**src/rtl/sig_pack_pkg.sv**
```systemverilog
// Shared constants, register map and types of the output signal packer.
package sig_pack_pkg;

  // Register map: five slot windows of 0x20 bytes, then global registers.
  localparam logic [7:0] SLOT_STRIDE = 8'h20;
  localparam logic [4:0] OFS_CFG = 5'h00;
  localparam logic [4:0] OFS_RES = 5'h04;
  localparam logic [4:0] OFS_OFFSET = 5'h08;
  localparam logic [4:0] OFS_MAX = 5'h0C;
  localparam logic [4:0] OFS_MIN = 5'h10;
  localparam logic [7:0] ADDR_CTRL = 8'hA0;
  localparam logic [7:0] ADDR_STATUS = 8'hA4;
  localparam logic [7:0] ADDR_PAY_LO = 8'hA8;
  localparam logic [7:0] ADDR_PAY_HI = 8'hAC;

  // Slot configuration word fields.
  localparam int CFG_TYPE_LSB = 0;
  localparam int CFG_INV_BIT = 3;
  localparam int CFG_BYTE_LSB = 4;
  localparam int CFG_BIT_LSB = 8;
  localparam int CFG_SRC_LSB = 16;

  // Values after reset.
  localparam logic [31:0] RST_CFG = 32'h0000_0110;
  localparam logic [31:0] RST_RES = 32'h0000_0001;
  localparam logic [31:0] RST_OFFSET = 32'h0000_0000;
  localparam logic [31:0] RST_MAX = 32'h0000_0001;
  localparam logic [31:0] RST_MIN = 32'h0000_0000;
  localparam logic [63:0] RST_PAYLOAD = 64'h0000_0000_0000_0000;

  // Logical value is a fraction, 0x1_0000 standing for 1.0.
  localparam int FRAC_BITS = 16;
  localparam logic [16:0] FRAC_ONE = 17'h1_0000;
  localparam logic [16:0] FRAC_HALF = 17'h0_8000;
  localparam int DIV_STEPS = 32;

  // Code table constants.
  localparam logic [31:0] C4_SPEC_LIM = 32'h0000_000C;
  localparam logic [31:0] C4_SPEC_ADD = 32'h0000_0002;
  localparam logic [31:0] C4_SPEC_SAT = 32'h0000_000D;
  localparam logic [31:0] C4_ERR = 32'h0000_000E;
  localparam logic [31:0] C4_NA = 32'h0000_000F;
  localparam logic [31:0] C8_VMAX = 32'h0000_00FA;
  localparam logic [31:0] C8_SPEC_LIM = 32'h0000_0003;
  localparam logic [31:0] C8_SPEC_ADD = 32'h0000_00FB;
  localparam logic [31:0] C8_SPEC_SAT = 32'h0000_00FD;
  localparam logic [31:0] C8_ERR = 32'h0000_00FE;
  localparam logic [31:0] C8_NA = 32'h0000_00FF;
  localparam logic [31:0] C16_VMAX = 32'h0000_FAFF;
  localparam logic [31:0] C16_SPEC_LIM = 32'h0000_0300;
  localparam logic [31:0] C16_SPEC_ADD = 32'h0000_FB00;
  localparam logic [31:0] C16_SPEC_SAT = 32'h0000_FDFF;
  localparam logic [31:0] C16_ERR_LIM = 32'h0000_0100;
  localparam logic [31:0] C16_ERR_ADD = 32'h0000_FE00;
  localparam logic [31:0] C16_ERR_SAT = 32'h0000_FEFF;
  localparam logic [31:0] C16_NA = 32'h0000_FFFF;
  localparam logic [31:0] C32_VMAX = 32'hFAFF_FFFF;
  localparam logic [31:0] C32_SPEC_LIM = 32'h0300_0000;
  localparam logic [31:0] C32_SPEC_ADD = 32'hFB00_0000;
  localparam logic [31:0] C32_SPEC_SAT = 32'hFDFF_FFFF;
  localparam logic [31:0] C32_ERR_LIM = 32'h0100_0000;
  localparam logic [31:0] C32_ERR_ADD = 32'hFE00_0000;
  localparam logic [31:0] C32_ERR_SAT = 32'hFEFF_FFFF;
  localparam logic [31:0] C32_NA = 32'hFFFF_FFFF;

  typedef enum logic [2:0] {
    SIG_UNDEF = 3'h0,
    SIG_BIT1 = 3'h1,
    SIG_BIT2 = 3'h2,
    SIG_BIT4 = 3'h3,
    SIG_BYTE1 = 3'h4,
    SIG_BYTE2 = 3'h5,
    SIG_BYTE4 = 3'h6
  } sig_type_t;

  typedef enum logic [1:0] {
    ST_VALID = 2'h0,
    ST_SPECIAL = 2'h1,
    ST_ERROR = 2'h2,
    ST_NA = 2'h3
  } sig_state_t;

  typedef enum logic [4:0] {
    PK_IDLE = 5'b00001,
    PK_LOAD = 5'b00010,
    PK_DIV = 5'b00100,
    PK_WRITE = 5'b01000,
    PK_DONE = 5'b10000
  } pack_state_t;

  typedef struct packed {
    logic [16:0] value;
    sig_state_t state;
    logic [31:0] logical_state_code;
  } logical_sig_t;

endpackage : sig_pack_pkg

```
**src/rtl/sig_packer.sv**
```systemverilog
// Packs up to five logical signals into the eight-byte payload of one CAN message.
// Contract
// - Slot type is undefined, 1/2/4-bit discrete or 1/2/4-byte continuous; default undefined.
// - Slot source selects any logical output or none; none is default.
// - Optional inversion of the logical signal before encoding, default off.
// - Byte position 1..8; continuous codes start with their low byte there.
// - Discrete code low bit sits at bit position 1..8 of its byte.
// - Continuous codes subtract an offset, default 0; discrete ignore it.
// - Continuous values scale between min and max limits, defaults 0 and 1.
// - Each signal carries state and state code, converted into its CAN code.
// - Valid discrete: 0 below one half, else 1; 1-bit non-valid gives 1.
// - 2-bit discrete: error gives 2, not available and special give 3.
// - 4-bit special gives code plus 2 below 12 else 13; error 14, missing 15.
// - 1-byte valid code lies in 0 to 0xFA.
// - 1-byte special code plus 251 below 3 else 253; error 254, missing 255.
// - 2-byte valid code lies in 0 to 0xFAFF; not available gives 65535.
// - 2-byte special gives code plus 64256 below 768, else 65023.
// - 2-byte error gives code plus 65024 below 256, else 65279.
// - 4-byte: valid up to 0xFAFFFFFF; special, error saturate; missing all ones.
//
// Our own choices: the address map and the APB slave port.
module sig_packer #(
  parameter int NUM_SLOTS = 5,
  parameter int NUM_SRC = 16
) (
  // Clock and reset
  input wire logic mclk_in,
  input wire logic rst_in,
  // APB slave
  input wire logic psel_in,
  input wire logic penable_in,
  input wire logic pwrite_in,
  input wire logic [7:0] paddr_in,
  input wire logic [31:0] pwdata_in,
  output logic [31:0] prdata_out,
  output logic pready_out,
  output logic pslverr_out,
  // Logical signals from the functional blocks
  input wire sig_pack_pkg::logical_sig_t [NUM_SRC-1:0] sources_in,
  input wire logic trigger_in,
  // Packed message payload, byte 1 in bits 7:0
  output logic [63:0] payload_out,
  output logic payload_valid_out,
  output logic busy_out
);

  logic [31:0] cfg [NUM_SLOTS];
  logic [31:0] res [NUM_SLOTS];
  logic [31:0] ofs [NUM_SLOTS];
  logic [31:0] lim_max [NUM_SLOTS];
  logic [31:0] lim_min [NUM_SLOTS];
  sig_pack_pkg::pack_state_t pstate;
  logic [2:0] slot;
  logic [5:0] step;
  logic [32:0] rem;
  logic [31:0] quo;
  logic [31:0] divisor;
  logic start_req;
  logic done_flag;
  logic [63:0] payload;

  logic apb_wr;
  logic apb_rd;
  logic [2:0] a_slot;
  logic [4:0] a_ofs;
  logic a_in_slots;
  logic a_mapped;

  assign apb_wr = psel_in && penable_in && pwrite_in;
  // Read data is loaded in the setup cycle so that it stands through the access phase.
  assign apb_rd = psel_in && !penable_in && !pwrite_in;
  assign a_slot = 3'(paddr_in / sig_pack_pkg::SLOT_STRIDE);
  assign a_ofs = paddr_in[4:0];
  assign a_in_slots = (int'(a_slot) < NUM_SLOTS) && (a_ofs <= sig_pack_pkg::OFS_MIN)
    && (a_ofs[1:0] == 2'b00);
  assign a_mapped = a_in_slots || (paddr_in == sig_pack_pkg::ADDR_CTRL)
    || (paddr_in == sig_pack_pkg::ADDR_STATUS) || (paddr_in == sig_pack_pkg::ADDR_PAY_LO)
    || (paddr_in == sig_pack_pkg::ADDR_PAY_HI);
  assign pready_out = 1'b1;
  assign pslverr_out = psel_in && penable_in && !a_mapped;

  always_ff @(posedge mclk_in)
  begin
    for (int i = 0; i < NUM_SLOTS; i++)
    begin
      if (rst_in)
      begin
        cfg[i] <= sig_pack_pkg::RST_CFG;
        res[i] <= sig_pack_pkg::RST_RES;
        ofs[i] <= sig_pack_pkg::RST_OFFSET;
        lim_max[i] <= sig_pack_pkg::RST_MAX;
        lim_min[i] <= sig_pack_pkg::RST_MIN;
      end
      else if (apb_wr && a_in_slots && int'(a_slot) == i)
      begin
        unique case (a_ofs)
          sig_pack_pkg::OFS_CFG: cfg[i] <= pwdata_in;
          sig_pack_pkg::OFS_RES: res[i] <= pwdata_in;
          sig_pack_pkg::OFS_OFFSET: ofs[i] <= pwdata_in;
          sig_pack_pkg::OFS_MAX: lim_max[i] <= pwdata_in;
          default: lim_min[i] <= pwdata_in;
        endcase
      end
    end
  end

  always_ff @(posedge mclk_in)
  begin
    if (rst_in)
    begin
      prdata_out <= 32'h0000_0000;
    end
    else if (apb_rd)
    begin
      if (a_in_slots)
      begin
        unique case (a_ofs)
          sig_pack_pkg::OFS_CFG: prdata_out <= cfg[a_slot];
          sig_pack_pkg::OFS_RES: prdata_out <= res[a_slot];
          sig_pack_pkg::OFS_OFFSET: prdata_out <= ofs[a_slot];
          sig_pack_pkg::OFS_MAX: prdata_out <= lim_max[a_slot];
          default: prdata_out <= lim_min[a_slot];
        endcase
      end
      else if (paddr_in == sig_pack_pkg::ADDR_STATUS)
      begin
        prdata_out <= {30'h0000_0000, done_flag, busy_out};
      end
      else if (paddr_in == sig_pack_pkg::ADDR_PAY_LO)
      begin
        prdata_out <= payload[31:0];
      end
      else if (paddr_in == sig_pack_pkg::ADDR_PAY_HI)
      begin
        prdata_out <= payload[63:32];
      end
      else
      begin
        prdata_out <= 32'h0000_0000;
      end
    end
  end

  // A start that arrives while busy is held so no request is lost.
  always_ff @(posedge mclk_in)
  begin
    if (rst_in)
    begin
      start_req <= 1'b0;
    end
    else if (trigger_in || (apb_wr && paddr_in == sig_pack_pkg::ADDR_CTRL && pwdata_in[0]))
    begin
      start_req <= 1'b1;
    end
    else if (pstate == sig_pack_pkg::PK_IDLE)
    begin
      start_req <= 1'b0;
    end
  end

  // Current slot decode.
  sig_pack_pkg::sig_type_t s_type;
  logic [7:0] s_src;
  logic s_inv;
  logic [2:0] s_byte;
  logic [2:0] s_bit;
  logic s_live;
  sig_pack_pkg::logical_sig_t s_sig;
  logic [16:0] s_val;
  logic s_cont;

  assign s_type = sig_pack_pkg::sig_type_t'(cfg[slot][sig_pack_pkg::CFG_TYPE_LSB +: 3]);
  assign s_src = cfg[slot][sig_pack_pkg::CFG_SRC_LSB +: 8];
  assign s_inv = cfg[slot][sig_pack_pkg::CFG_INV_BIT];
  assign s_byte = 3'(cfg[slot][sig_pack_pkg::CFG_BYTE_LSB +: 4] - 4'h1);
  assign s_bit = 3'(cfg[slot][sig_pack_pkg::CFG_BIT_LSB +: 4] - 4'h1);
  assign s_live = (s_src != 8'h00) && (int'(s_src) <= NUM_SRC)
    && (s_type != sig_pack_pkg::SIG_UNDEF);
  assign s_sig = (s_src != 8'h00 && int'(s_src) <= NUM_SRC) ? sources_in[s_src - 8'h01]
    : '0;
  // Inversion mirrors the fraction about one half.
  assign s_val = s_inv ? 17'(sig_pack_pkg::FRAC_ONE - s_sig.value) : s_sig.value;
  assign s_cont = (s_type == sig_pack_pkg::SIG_BYTE1) || (s_type == sig_pack_pkg::SIG_BYTE2)
    || (s_type == sig_pack_pkg::SIG_BYTE4);

  // Physical value between the limits, less the offset.
  logic signed [63:0] span;
  logic signed [63:0] phys;
  logic signed [63:0] numer;
  logic [31:0] numer_sat;
  assign span = 64'($signed(lim_max[slot])) - 64'($signed(lim_min[slot]));
  assign phys = 64'($signed(lim_min[slot]))
    + ((64'($signed({47'h0, s_val})) * span) >>> sig_pack_pkg::FRAC_BITS);
  // Offset applies to continuous codes only.
  assign numer = $signed(res[slot]) < 0 ? 64'($signed(ofs[slot])) - phys
    : phys - 64'($signed(ofs[slot]));
  assign numer_sat = (numer < 0) ? 32'h0000_0000
    : (numer > 64'sh0000_0000_FFFF_FFFF) ? 32'hFFFF_FFFF : numer[31:0];

  logic [32:0] rem_sh;
  assign rem_sh = {rem[31:0], quo[31]};

  always_ff @(posedge mclk_in)
  begin
    if (rst_in)
    begin
      pstate <= sig_pack_pkg::PK_IDLE;
      slot <= 3'h0;
      step <= 6'h00;
      rem <= 33'h0_0000_0000;
      quo <= 32'h0000_0000;
      divisor <= 32'h0000_0001;
    end
    else
    begin
      unique case (pstate)
        sig_pack_pkg::PK_IDLE:
        begin
          slot <= 3'h0;
          if (start_req)
          begin
            pstate <= sig_pack_pkg::PK_LOAD;
          end
        end
        sig_pack_pkg::PK_LOAD:
        begin
          rem <= 33'h0_0000_0000;
          quo <= numer_sat;
          divisor <= $signed(res[slot]) < 0 ? 32'(-res[slot]) : res[slot];
          step <= 6'h00;
          pstate <= s_cont && s_live && s_sig.state == sig_pack_pkg::ST_VALID
            ? sig_pack_pkg::PK_DIV : sig_pack_pkg::PK_WRITE;
        end
        sig_pack_pkg::PK_DIV:
        begin
          if (rem_sh >= {1'b0, divisor})
          begin
            rem <= rem_sh - {1'b0, divisor};
            quo <= {quo[30:0], 1'b1};
          end
          else
          begin
            rem <= rem_sh;
            quo <= {quo[30:0], 1'b0};
          end
          step <= step + 6'h01;
          if (int'(step) == sig_pack_pkg::DIV_STEPS - 1)
          begin
            pstate <= sig_pack_pkg::PK_WRITE;
          end
        end
        sig_pack_pkg::PK_WRITE:
        begin
          // The slot index stops at the last slot so no decode reads past the table.
          if (int'(slot) == NUM_SLOTS - 1)
          begin
            pstate <= sig_pack_pkg::PK_DONE;
          end
          else
          begin
            slot <= slot + 3'h1;
            pstate <= sig_pack_pkg::PK_LOAD;
          end
        end
        sig_pack_pkg::PK_DONE:
        begin
          pstate <= sig_pack_pkg::PK_IDLE;
        end
      endcase
    end
  end

  // State and state code mapped to the CAN code.
  logic [31:0] enc;
  logic [31:0] sc;
  logic hi;
  always_comb
  begin
    sc = s_sig.logical_state_code;
    hi = (s_val >= sig_pack_pkg::FRAC_HALF);
    enc = 32'h0000_0000;
    unique case (s_type)
      sig_pack_pkg::SIG_BIT1:
        // One-bit: any non-valid state reads as one.
        enc = (s_sig.state == sig_pack_pkg::ST_VALID) ? {31'h0, hi} : 32'h0000_0001;
      sig_pack_pkg::SIG_BIT2:
        enc = (s_sig.state == sig_pack_pkg::ST_VALID) ? {31'h0, hi}
          : (s_sig.state == sig_pack_pkg::ST_ERROR) ? 32'h0000_0002 : 32'h0000_0003;
      sig_pack_pkg::SIG_BIT4:
        // Four-bit special range and fixed codes.
        unique case (s_sig.state)
          sig_pack_pkg::ST_VALID: enc = {31'h0, hi};
          sig_pack_pkg::ST_SPECIAL: enc = (sc < sig_pack_pkg::C4_SPEC_LIM)
            ? sc + sig_pack_pkg::C4_SPEC_ADD : sig_pack_pkg::C4_SPEC_SAT;
          sig_pack_pkg::ST_ERROR: enc = sig_pack_pkg::C4_ERR;
          sig_pack_pkg::ST_NA: enc = sig_pack_pkg::C4_NA;
        endcase
      sig_pack_pkg::SIG_BYTE1:
        unique case (s_sig.state)
          sig_pack_pkg::ST_VALID: enc = (quo > sig_pack_pkg::C8_VMAX)
            ? sig_pack_pkg::C8_VMAX : quo;
          sig_pack_pkg::ST_SPECIAL: enc = (sc < sig_pack_pkg::C8_SPEC_LIM)
            ? sc + sig_pack_pkg::C8_SPEC_ADD : sig_pack_pkg::C8_SPEC_SAT;
          sig_pack_pkg::ST_ERROR: enc = sig_pack_pkg::C8_ERR;
          sig_pack_pkg::ST_NA: enc = sig_pack_pkg::C8_NA;
        endcase
      sig_pack_pkg::SIG_BYTE2:
        unique case (s_sig.state)
          sig_pack_pkg::ST_VALID: enc = (quo > sig_pack_pkg::C16_VMAX)
            ? sig_pack_pkg::C16_VMAX : quo;
          sig_pack_pkg::ST_SPECIAL: enc = (sc < sig_pack_pkg::C16_SPEC_LIM)
            ? sc + sig_pack_pkg::C16_SPEC_ADD : sig_pack_pkg::C16_SPEC_SAT;
          sig_pack_pkg::ST_ERROR: enc = (sc < sig_pack_pkg::C16_ERR_LIM)
            ? sc + sig_pack_pkg::C16_ERR_ADD : sig_pack_pkg::C16_ERR_SAT;
          sig_pack_pkg::ST_NA: enc = sig_pack_pkg::C16_NA;
        endcase
      sig_pack_pkg::SIG_BYTE4:
        unique case (s_sig.state)
          sig_pack_pkg::ST_VALID: enc = (quo > sig_pack_pkg::C32_VMAX)
            ? sig_pack_pkg::C32_VMAX : quo;
          sig_pack_pkg::ST_SPECIAL: enc = (sc < sig_pack_pkg::C32_SPEC_LIM)
            ? sc + sig_pack_pkg::C32_SPEC_ADD : sig_pack_pkg::C32_SPEC_SAT;
          sig_pack_pkg::ST_ERROR: enc = (sc < sig_pack_pkg::C32_ERR_LIM)
            ? sc + sig_pack_pkg::C32_ERR_ADD : sig_pack_pkg::C32_ERR_SAT;
          sig_pack_pkg::ST_NA: enc = sig_pack_pkg::C32_NA;
        endcase
      default: enc = 32'h0000_0000;
    endcase
  end

  // Field placement; bytes past byte 8 and bits past the byte edge are dropped.
  logic [63:0] fmask;
  logic [63:0] fdata;
  logic [7:0] dmask;
  always_comb
  begin
    dmask = 8'h00;
    unique case (s_type)
      sig_pack_pkg::SIG_BIT1: dmask = 8'h01 << s_bit;
      sig_pack_pkg::SIG_BIT2: dmask = 8'h03 << s_bit;
      sig_pack_pkg::SIG_BIT4: dmask = 8'h0F << s_bit;
      default: dmask = 8'h00;
    endcase
    // Continuous low byte at the chosen byte.
    if (s_cont)
    begin
      fmask = (s_type == sig_pack_pkg::SIG_BYTE1) ? 64'h0000_0000_0000_00FF
        : (s_type == sig_pack_pkg::SIG_BYTE2) ? 64'h0000_0000_0000_FFFF
        : 64'h0000_0000_FFFF_FFFF;
      fmask = fmask << {s_byte, 3'b000};
      fdata = {32'h0000_0000, enc} << {s_byte, 3'b000};
    end
    else
    begin
      // Discrete low bit at the chosen bit of the byte.
      fmask = {56'h0, dmask} << {s_byte, 3'b000};
      fdata = {56'h0, 8'(enc[7:0] << s_bit)} << {s_byte, 3'b000};
    end
  end

  always_ff @(posedge mclk_in)
  begin
    if (rst_in)
    begin
      payload <= sig_pack_pkg::RST_PAYLOAD;
    end
    else if (pstate == sig_pack_pkg::PK_WRITE && s_live)
    begin
      payload <= (payload & ~fmask) | (fdata & fmask);
    end
  end

  always_ff @(posedge mclk_in)
  begin
    if (rst_in)
    begin
      payload_out <= sig_pack_pkg::RST_PAYLOAD;
      payload_valid_out <= 1'b0;
      done_flag <= 1'b0;
    end
    else
    begin
      payload_valid_out <= (pstate == sig_pack_pkg::PK_DONE);
      if (pstate == sig_pack_pkg::PK_DONE)
      begin
        payload_out <= payload;
        done_flag <= 1'b1;
      end
      else if (pstate == sig_pack_pkg::PK_LOAD)
      begin
        done_flag <= 1'b0;
      end
    end
  end

  assign busy_out = (pstate != sig_pack_pkg::PK_IDLE);

  a_dead_slot_keep: assert property (@(posedge mclk_in) disable iff (rst_in)
    (pstate == sig_pack_pkg::PK_WRITE && !s_live) |=> $stable(payload))
    else $error("Dead slot changed the payload.");

  a_valid_clamp: assert property (@(posedge mclk_in) disable iff (rst_in)
    (pstate == sig_pack_pkg::PK_WRITE && s_type == sig_pack_pkg::SIG_BYTE2
      && s_sig.state == sig_pack_pkg::ST_VALID) |-> enc <= sig_pack_pkg::C16_VMAX)
    else $error("Valid two-byte code out of range.");

  a_one_bit_nonvalid: assert property (@(posedge mclk_in) disable iff (rst_in)
    (s_type == sig_pack_pkg::SIG_BIT1 && s_sig.state != sig_pack_pkg::ST_VALID) |-> enc == 1)
    else $error("One-bit non-valid code is not one.");

  a_two_bit_err: assert property (@(posedge mclk_in) disable iff (rst_in)
    (s_type == sig_pack_pkg::SIG_BIT2 && s_sig.state == sig_pack_pkg::ST_ERROR) |-> enc == 2)
    else $error("Two-bit error code is not two.");

  a_nibble_special: assert property (@(posedge mclk_in) disable iff (rst_in)
    (s_type == sig_pack_pkg::SIG_BIT4 && s_sig.state == sig_pack_pkg::ST_SPECIAL
      && s_sig.logical_state_code >= 12) |-> enc == 13)
    else $error("Four-bit special code does not saturate at 13.");

  a_byte_na: assert property (@(posedge mclk_in) disable iff (rst_in)
    (s_type == sig_pack_pkg::SIG_BYTE1 && s_sig.state == sig_pack_pkg::ST_NA) |-> enc == 255)
    else $error("One-byte not-available code is not 255.");

  a_div_length: assert property (@(posedge mclk_in) disable iff (rst_in)
    (pstate == sig_pack_pkg::PK_LOAD ##1 pstate == sig_pack_pkg::PK_DIV)
      |-> ##31 pstate == sig_pack_pkg::PK_DIV ##1 pstate == sig_pack_pkg::PK_WRITE)
    else $error("Division did not take thirty-two steps.");

  a_frame_done: assert property (@(posedge mclk_in) disable iff (rst_in)
    $rose(busy_out) |-> ##[2:180] payload_valid_out)
    else $error("Payload not delivered in time.");

endmodule : sig_packer

```
**config.mk**
```make
export PLATFORM = sky130hd
export DESIGN_NAME = sig_packer
export DESIGN_NICKNAME = d
export VERILOG_FILES = /design/src/rtl/sig_pack_pkg.sv /design/src/rtl/sig_packer.sv
export SDC_FILE = /design/constraint.sdc
export NUM_CORES = 2
export LEC_CHECK = 0
export BUFFER_PORTS_ARGS = -buffer_cell sky130_fd_sc_hd__buf_4
export CAP_MARGIN = 0
export CELL_PAD_IN_SITES_DETAIL_PLACEMENT = 1
export CELL_PAD_IN_SITES_GLOBAL_PLACEMENT = 1
export CORE_ASPECT_RATIO = 1.4
export CORE_MARGIN = 2
export CORE_UTILIZATION = 39
export CTS_BUF_LIST = sky130_fd_sc_hd__clkbuf_8
export DETAILED_ROUTE_END_ITERATION = 6
export PLACE_DENSITY = 0.68
export SETUP_SLACK_MARGIN = 0.05
export SYNTH_ARGS = -nofsm -noshare
export SYNTH_HDL_FRONTEND = slang
export SYNTH_SLANG_ARGS = --single-unit
```
**constraint.sdc**
```tcl
create_clock -name mclk_in -period 27.8 [get_ports mclk_in]
set_input_delay 2.78 -clock mclk_in [delete_from_list [all_inputs] [get_ports mclk_in]]
set_output_delay 2.78 -clock mclk_in [all_outputs]
set_load 0.02 [all_outputs]
```
# --- Yosys cells after proc, flatten, opt, wreduce, memory -nomap -nowiden ---
# Memory sizes are Yosys's and may differ from the RTL's. A register that Yosys moved wholly into a read port is not among the register bits.
# Index checks and enable logic that the tools add are counted.
word_totals:
  register_bits: 273
  latchBits: 0
  mem_bits_rw: 800
  romBits: 0
  input_bits: 862
  output_inout_bits: 100
  word_cells: 333
  memories: 5
op_classes:
  addsub: 18
  multipliers: 1
  div: 0
  n_lt_le_gt_ge: 18
  eq_ne: 31
  n_shift: 8
  n_mux: 168
  n_bitwise: 29
  reduce_logical: 43
memory_table:
  columns: ["memory", "depth", "width", "rd", "rd_ports_with_merged_regs", "write_ports", "line_no", "text"]
  rows:
  - ["cfg", 5, 32, 2, 1, 5, "sig_packer.sv:47", "logic [31:0] cfg [NUM_SLOTS];"]
  - ["lim_max", 5, 32, 2, 1, 5, "sig_packer.sv:50", "logic [31:0] lim_max [NUM_SLOTS];"]
  - ["lim_min", 5, 32, 2, 1, 5, "sig_packer.sv:51", "logic [31:0] lim_min [NUM_SLOTS];"]
  - ["ofs", 5, 32, 2, 1, 5, "sig_packer.sv:49", "logic [31:0] ofs [NUM_SLOTS];"]
  - ["res", 5, 32, 2, 1, 5, "sig_packer.sv:48", "logic [31:0] res [NUM_SLOTS];"]
op_table:
  columns: ["operator", "count"]
  rows:
  - ["$mux 32", 44]
  - ["$pmux 32 s4", 5]
  - ["$bmux 51 s4", 1]
  - ["$mux 64", 3]
  - ["$pmux 32 s6", 1]
  - ["$and 64x64->64", 2]
  - ["$pmux 32 s2", 2]
  - ["$shl 32x6->64", 2]
  - ["$shl 8x6->64", 2]
  - ["$mux 51", 2]
  - ["$mux 1", 89]
  - ["$add 32x16->32 const B", 2]
  - ["$add 32x32->32 const B", 2]
  - ["$gt 64x33->1 const B", 1]
  - ["$lt 64x1->1 const B", 1]
  - ["$not 64->64", 1]
  - ["$or 64x64->64", 1]
  - ["$mul 18x33->51", 1]
  - ["$sub 32x36->37", 1]
  - ["$sub 36x32->37", 1]
  - ["$add 32x35->36", 1]
  - ["$ge 33x32->1", 1]
  - ["$mux 3", 11]
  - ["$sub 32x32->33", 1]
  - ["other kinds (62)", 138]

# --- Depth between registers and ports, before layout ---
depth:
  word_depth: 14
  depth_mapped: 86
  ltp_nobuf: 72

# --- Least setup slack after synthesis ---
# Ideal clock, no wire load.
synth_path:
  path_type: "reg-to-reg"
  startpoint: "reg (tool-made name)"
  endpoint: "reg quo[0]"
  setup_time_ns: 0.146
  arrival_ns: 18.147
  required_ns: 27.654
  path_slack_ns: 9.507
  path_stages_with_launch: 74
  path_buffers: 12
  synth_period_minus_slack_ns: 18.293
  cell_sequence: "dfxtp_1 buf_4 buf_2 buf_2 buf_1 buf_2 buf_2 buf_2 clkbuf_1 buf_1 mux4_2 mux2i_1 ha_1 inv_1 fa_1 a21o_1 a21oi_1 o21bai_1 [... 38 more ...] a21oi_1 mux2i_1 or3_1 ha_1 nand2_1 nor3_1 o21ai_0 o211ai_1 nand2b_1 o21ai_0 a21oi_1 o21ai_0 a21oi_1 xnor2_1 and4_1 clkbuf_1 clkbuf_1 a41oi_1"
synth_lines:
  columns: ["element", "line_no", "text"]
  rows:
  - ["end signal, assigned", "sig_packer.sv:228", "quo <= numer_sat;"]
  - ["end signal, assigned", "sig_packer.sv:239", "quo <= {quo[30:0], 1'b1};"]
  - ["end signal, assigned", "sig_packer.sv:244", "quo <= {quo[30:0], 1'b0};"]
  - ["end, declared", "sig_packer.sv:56", "logic [31:0] quo;"]

==> results.py <==
metrics = {
    "global_routing": {
        "met2_usage_pct": 62.15,
        "grt_pass1_vias": 84250,
        "grt_pass1_wl_um": 652100,
        "use_met1_pct": 46.72,
        "use_met3_pct": 10.53,
        "track_usage_pct": 38.33,
        "grt_start_max_net_pins": 98,
        "globalRoute.totalOverflow": 0,
        "grt_busiest_layer": "met2",
        "grt_antenna_before_repair": 116,
    },
    "clock_network": {
        "cts.htree.levels": 4,
        "cts_buffers": 168,
        "post-cts-setup-buffers": 0,
        "clk_pin_slew_worst_paths_ns": 0.07,
        "cts_tree": "yes",
        "root_buffer": "clkbuf_8",
        "clock_latency_ns": 0.90,
        "clockBufferDepth": 4,
        "cts_resized": 0,
        "clock-sinks": 1076,
        "cts_hold_buf": 0,
    },
    "critical_path": {
        "critPathMaxFanout": 74,
        "cp.arrival_ns": 22.92,
        "r2r_slack_ns": 5.60,
        "cpPeakStageDelay_ns": 0.85,
        "cp_common_cell": "inv_1",
        "critical-path-slowest-cell": "ha_2",
        "end_kind": "register",
        "required_ns": 28.52,
        "worstSetupStartpointType": "register",
        "path_class": "reg2reg",
    },
    "detailed_routing": {
        "detail-route-antenna-nets": 0,
        "num_vias": 80830,
        "vias_per_cell": 6.103,
        "drcViolationCount": 10,
        "drt_pass1_iterations": 7,
        "drt_iter0_markers": 8761,
        "wl_um": 468300,
        "wl_per_cell_um": 35.36,
    },
    "synth": {
        "ys_async_sr_fraction_pct": 0,
        "avgSynthCellArea_um2": 10.01,
        "syn_inst": 9214,
        "synthesis.nets": 10930,
        "yosys.area.top_type": "edfxtp_1",
        "syn_area_um2": 92200,
        "synth_edf_count": 800,
        "ys_warn_count": 0,
        "synth_cell_types": 112,
        "synth_seq_area_share_pct": 32.05,
        "synth_most_common_cell": "nand2_1",
        "synth_ff_type": "edfxtp_1",
        "synth_top_area_share_pct": 26.05,
        "synth_area_leaders": "edfxtp_1, fa_1, mux4_2",
        "synth_commonest_cells": "nand2_1, and2_1, inv_1",
        "ys_ff_latch": 1076,
    },
    "die": {
        "start_util_pct": 39.15,
        "die_area_um2": 240400,
        "core.rowCount": 211,
        "ios": 962,
        "die_x_um": 414.9,
        "fp.coreArea_um2": 235500,
        "die_h_um": 579.3,
    },
    "placement": {
        "portBuffers": 960,
        "place_congestion": 1.072,
        "dp_hpwl_um": 369600,
    },
    "run_status": {
        "violations": "DRC",
        "status": "finished, violations left",
    },
    "min_path": {
        "hp-class": "reg2reg",
        "holdCritStartpoint": "divisor[13]",
    },
    "sta": {
        "tightestPinTransition_ns": 1.381,
        "drv_slew": 0,
        "slew_headroom_pct": 5.276,
        "hold_ws_ns": 0.4521,
        "setup_viol": 0,
        "max_freq_mhz": 45.05,
        "rsz0062_at_grt": "false",
        "setup_tns_ns": 0,
        "fin_skew_ns": 0.07496,
        "min_period_ns": 22.20,
        "hold_viol": 0,
        "finalCritPeriodShare_pct": 79.85,
    },
    "finish": {
        "drive_gt1_share_pct": 20.48,
        "area_growth_pct": 15.79,
        "fin_nets": 11680,
    },
    "job": {
        "max-cap-violations": 0,
    },
}
-- critical path, delay by kind of cell, from the launching register on --
kind                     cells  cell delay [ns]
AND/OR/NAND/NOR             14             4.53
buffers and inverters       14             3.56
multiplexers                 2             0.67
adder cells (fa/ha/maj)     11             5.06
AO/OA/AOI/OAI               28             7.09
flip-flops                   1             0.36
XOR/XNOR                     3             0.48
-- final timing paths --
kind | to | cells past startpoint
setup / recovery | quo[0] | 72
hold / removal | divisor[13] | 2
setup reg to reg | quo[0] | 72
hold reg to reg | divisor[13] | 2
-- placed cells by master (no fill, tap or decap), types with 309 or more instances in the layout --
master    Yosys  final
mux4_2      414    414
fa_1        539    539
a21oi_1     411    411
inv_1       807    866
nor2_1      505    498
and2_1      938    937
nand2_1    1071   1070
ha_1        310    309
edfxtp_1    800    800
buf_4        28   1203
mux2i_1     473    469
-- layout make-up --
| type | count | area, um^2 |
|---|---|---|
| multi-input cells | 6698 | 57780 |
| fillers | 26220 | 128700 |
| repair buffers | 1212 | 9188 |
| clock buffers | 181 | 2491 |
| clock inverters | 115 | 666.9 |
| flip-flops and latches | 1076 | 29560 |
| diodes | 66 | 165.2 |
| well taps | 3088 | 3864 |
| inverters | 810 | 3050 |
-- per-layer routing --
layer,vias up,part of all wire [%]
met5,-,0.064
met4,42,6.2
met3,802,10
met2,4034,46
met1,42120,37
li1,33830,-
-- registers in the layout, indices dropped and copies added, names as in the netlist, 3 cells and up, named ones only --
name         count
cfg            160
lim_max        160
lim_min        160
ofs            160
res            160
payload_out     64
divisor         32
prdata_out      32
quo             32
rem             32
step             6
pstate           5
slot             3
-- stage by stage --
| stage | instances | cell area [um^2] | util (%) | setup WS (ns) |
|---|---|---|---|---|
| after floorplan | 9214 | 92200 | - | 9.507 |
| after global placement | 12880 | 103400 | 43.92 | 6.213 |
| after detailed placement | 12880 | 103400 | 43.92 | 5.869 |
| after CTS | 13180 | 106600 | 45.26 | 5.754 |
| after global routing | 13210 | 106700 | 45.30 | 4.330 |
| final | 13250 | 106800 | 45.34 | 5.602 |
-- kinds of logic after synthesis --
| logic type | share of synthesized area [%] |
|---|---|
| AO/OA/AOI/OAI | 10.70 |
| XOR/XNOR | 2.014 |
| adder cells (fa/ha/maj) | 15.91 |
| buffers and inverters | 6.161 |
| flip-flops | 32.05 |
| multiplexers | 15.81 |
| other | 0.004067 |
| AND/OR/NAND/NOR | 17.35 |
Power is left out: the tool's default activity adds up to more than one toggle a clock period on the data nets, which glitch-free logic cannot reach.
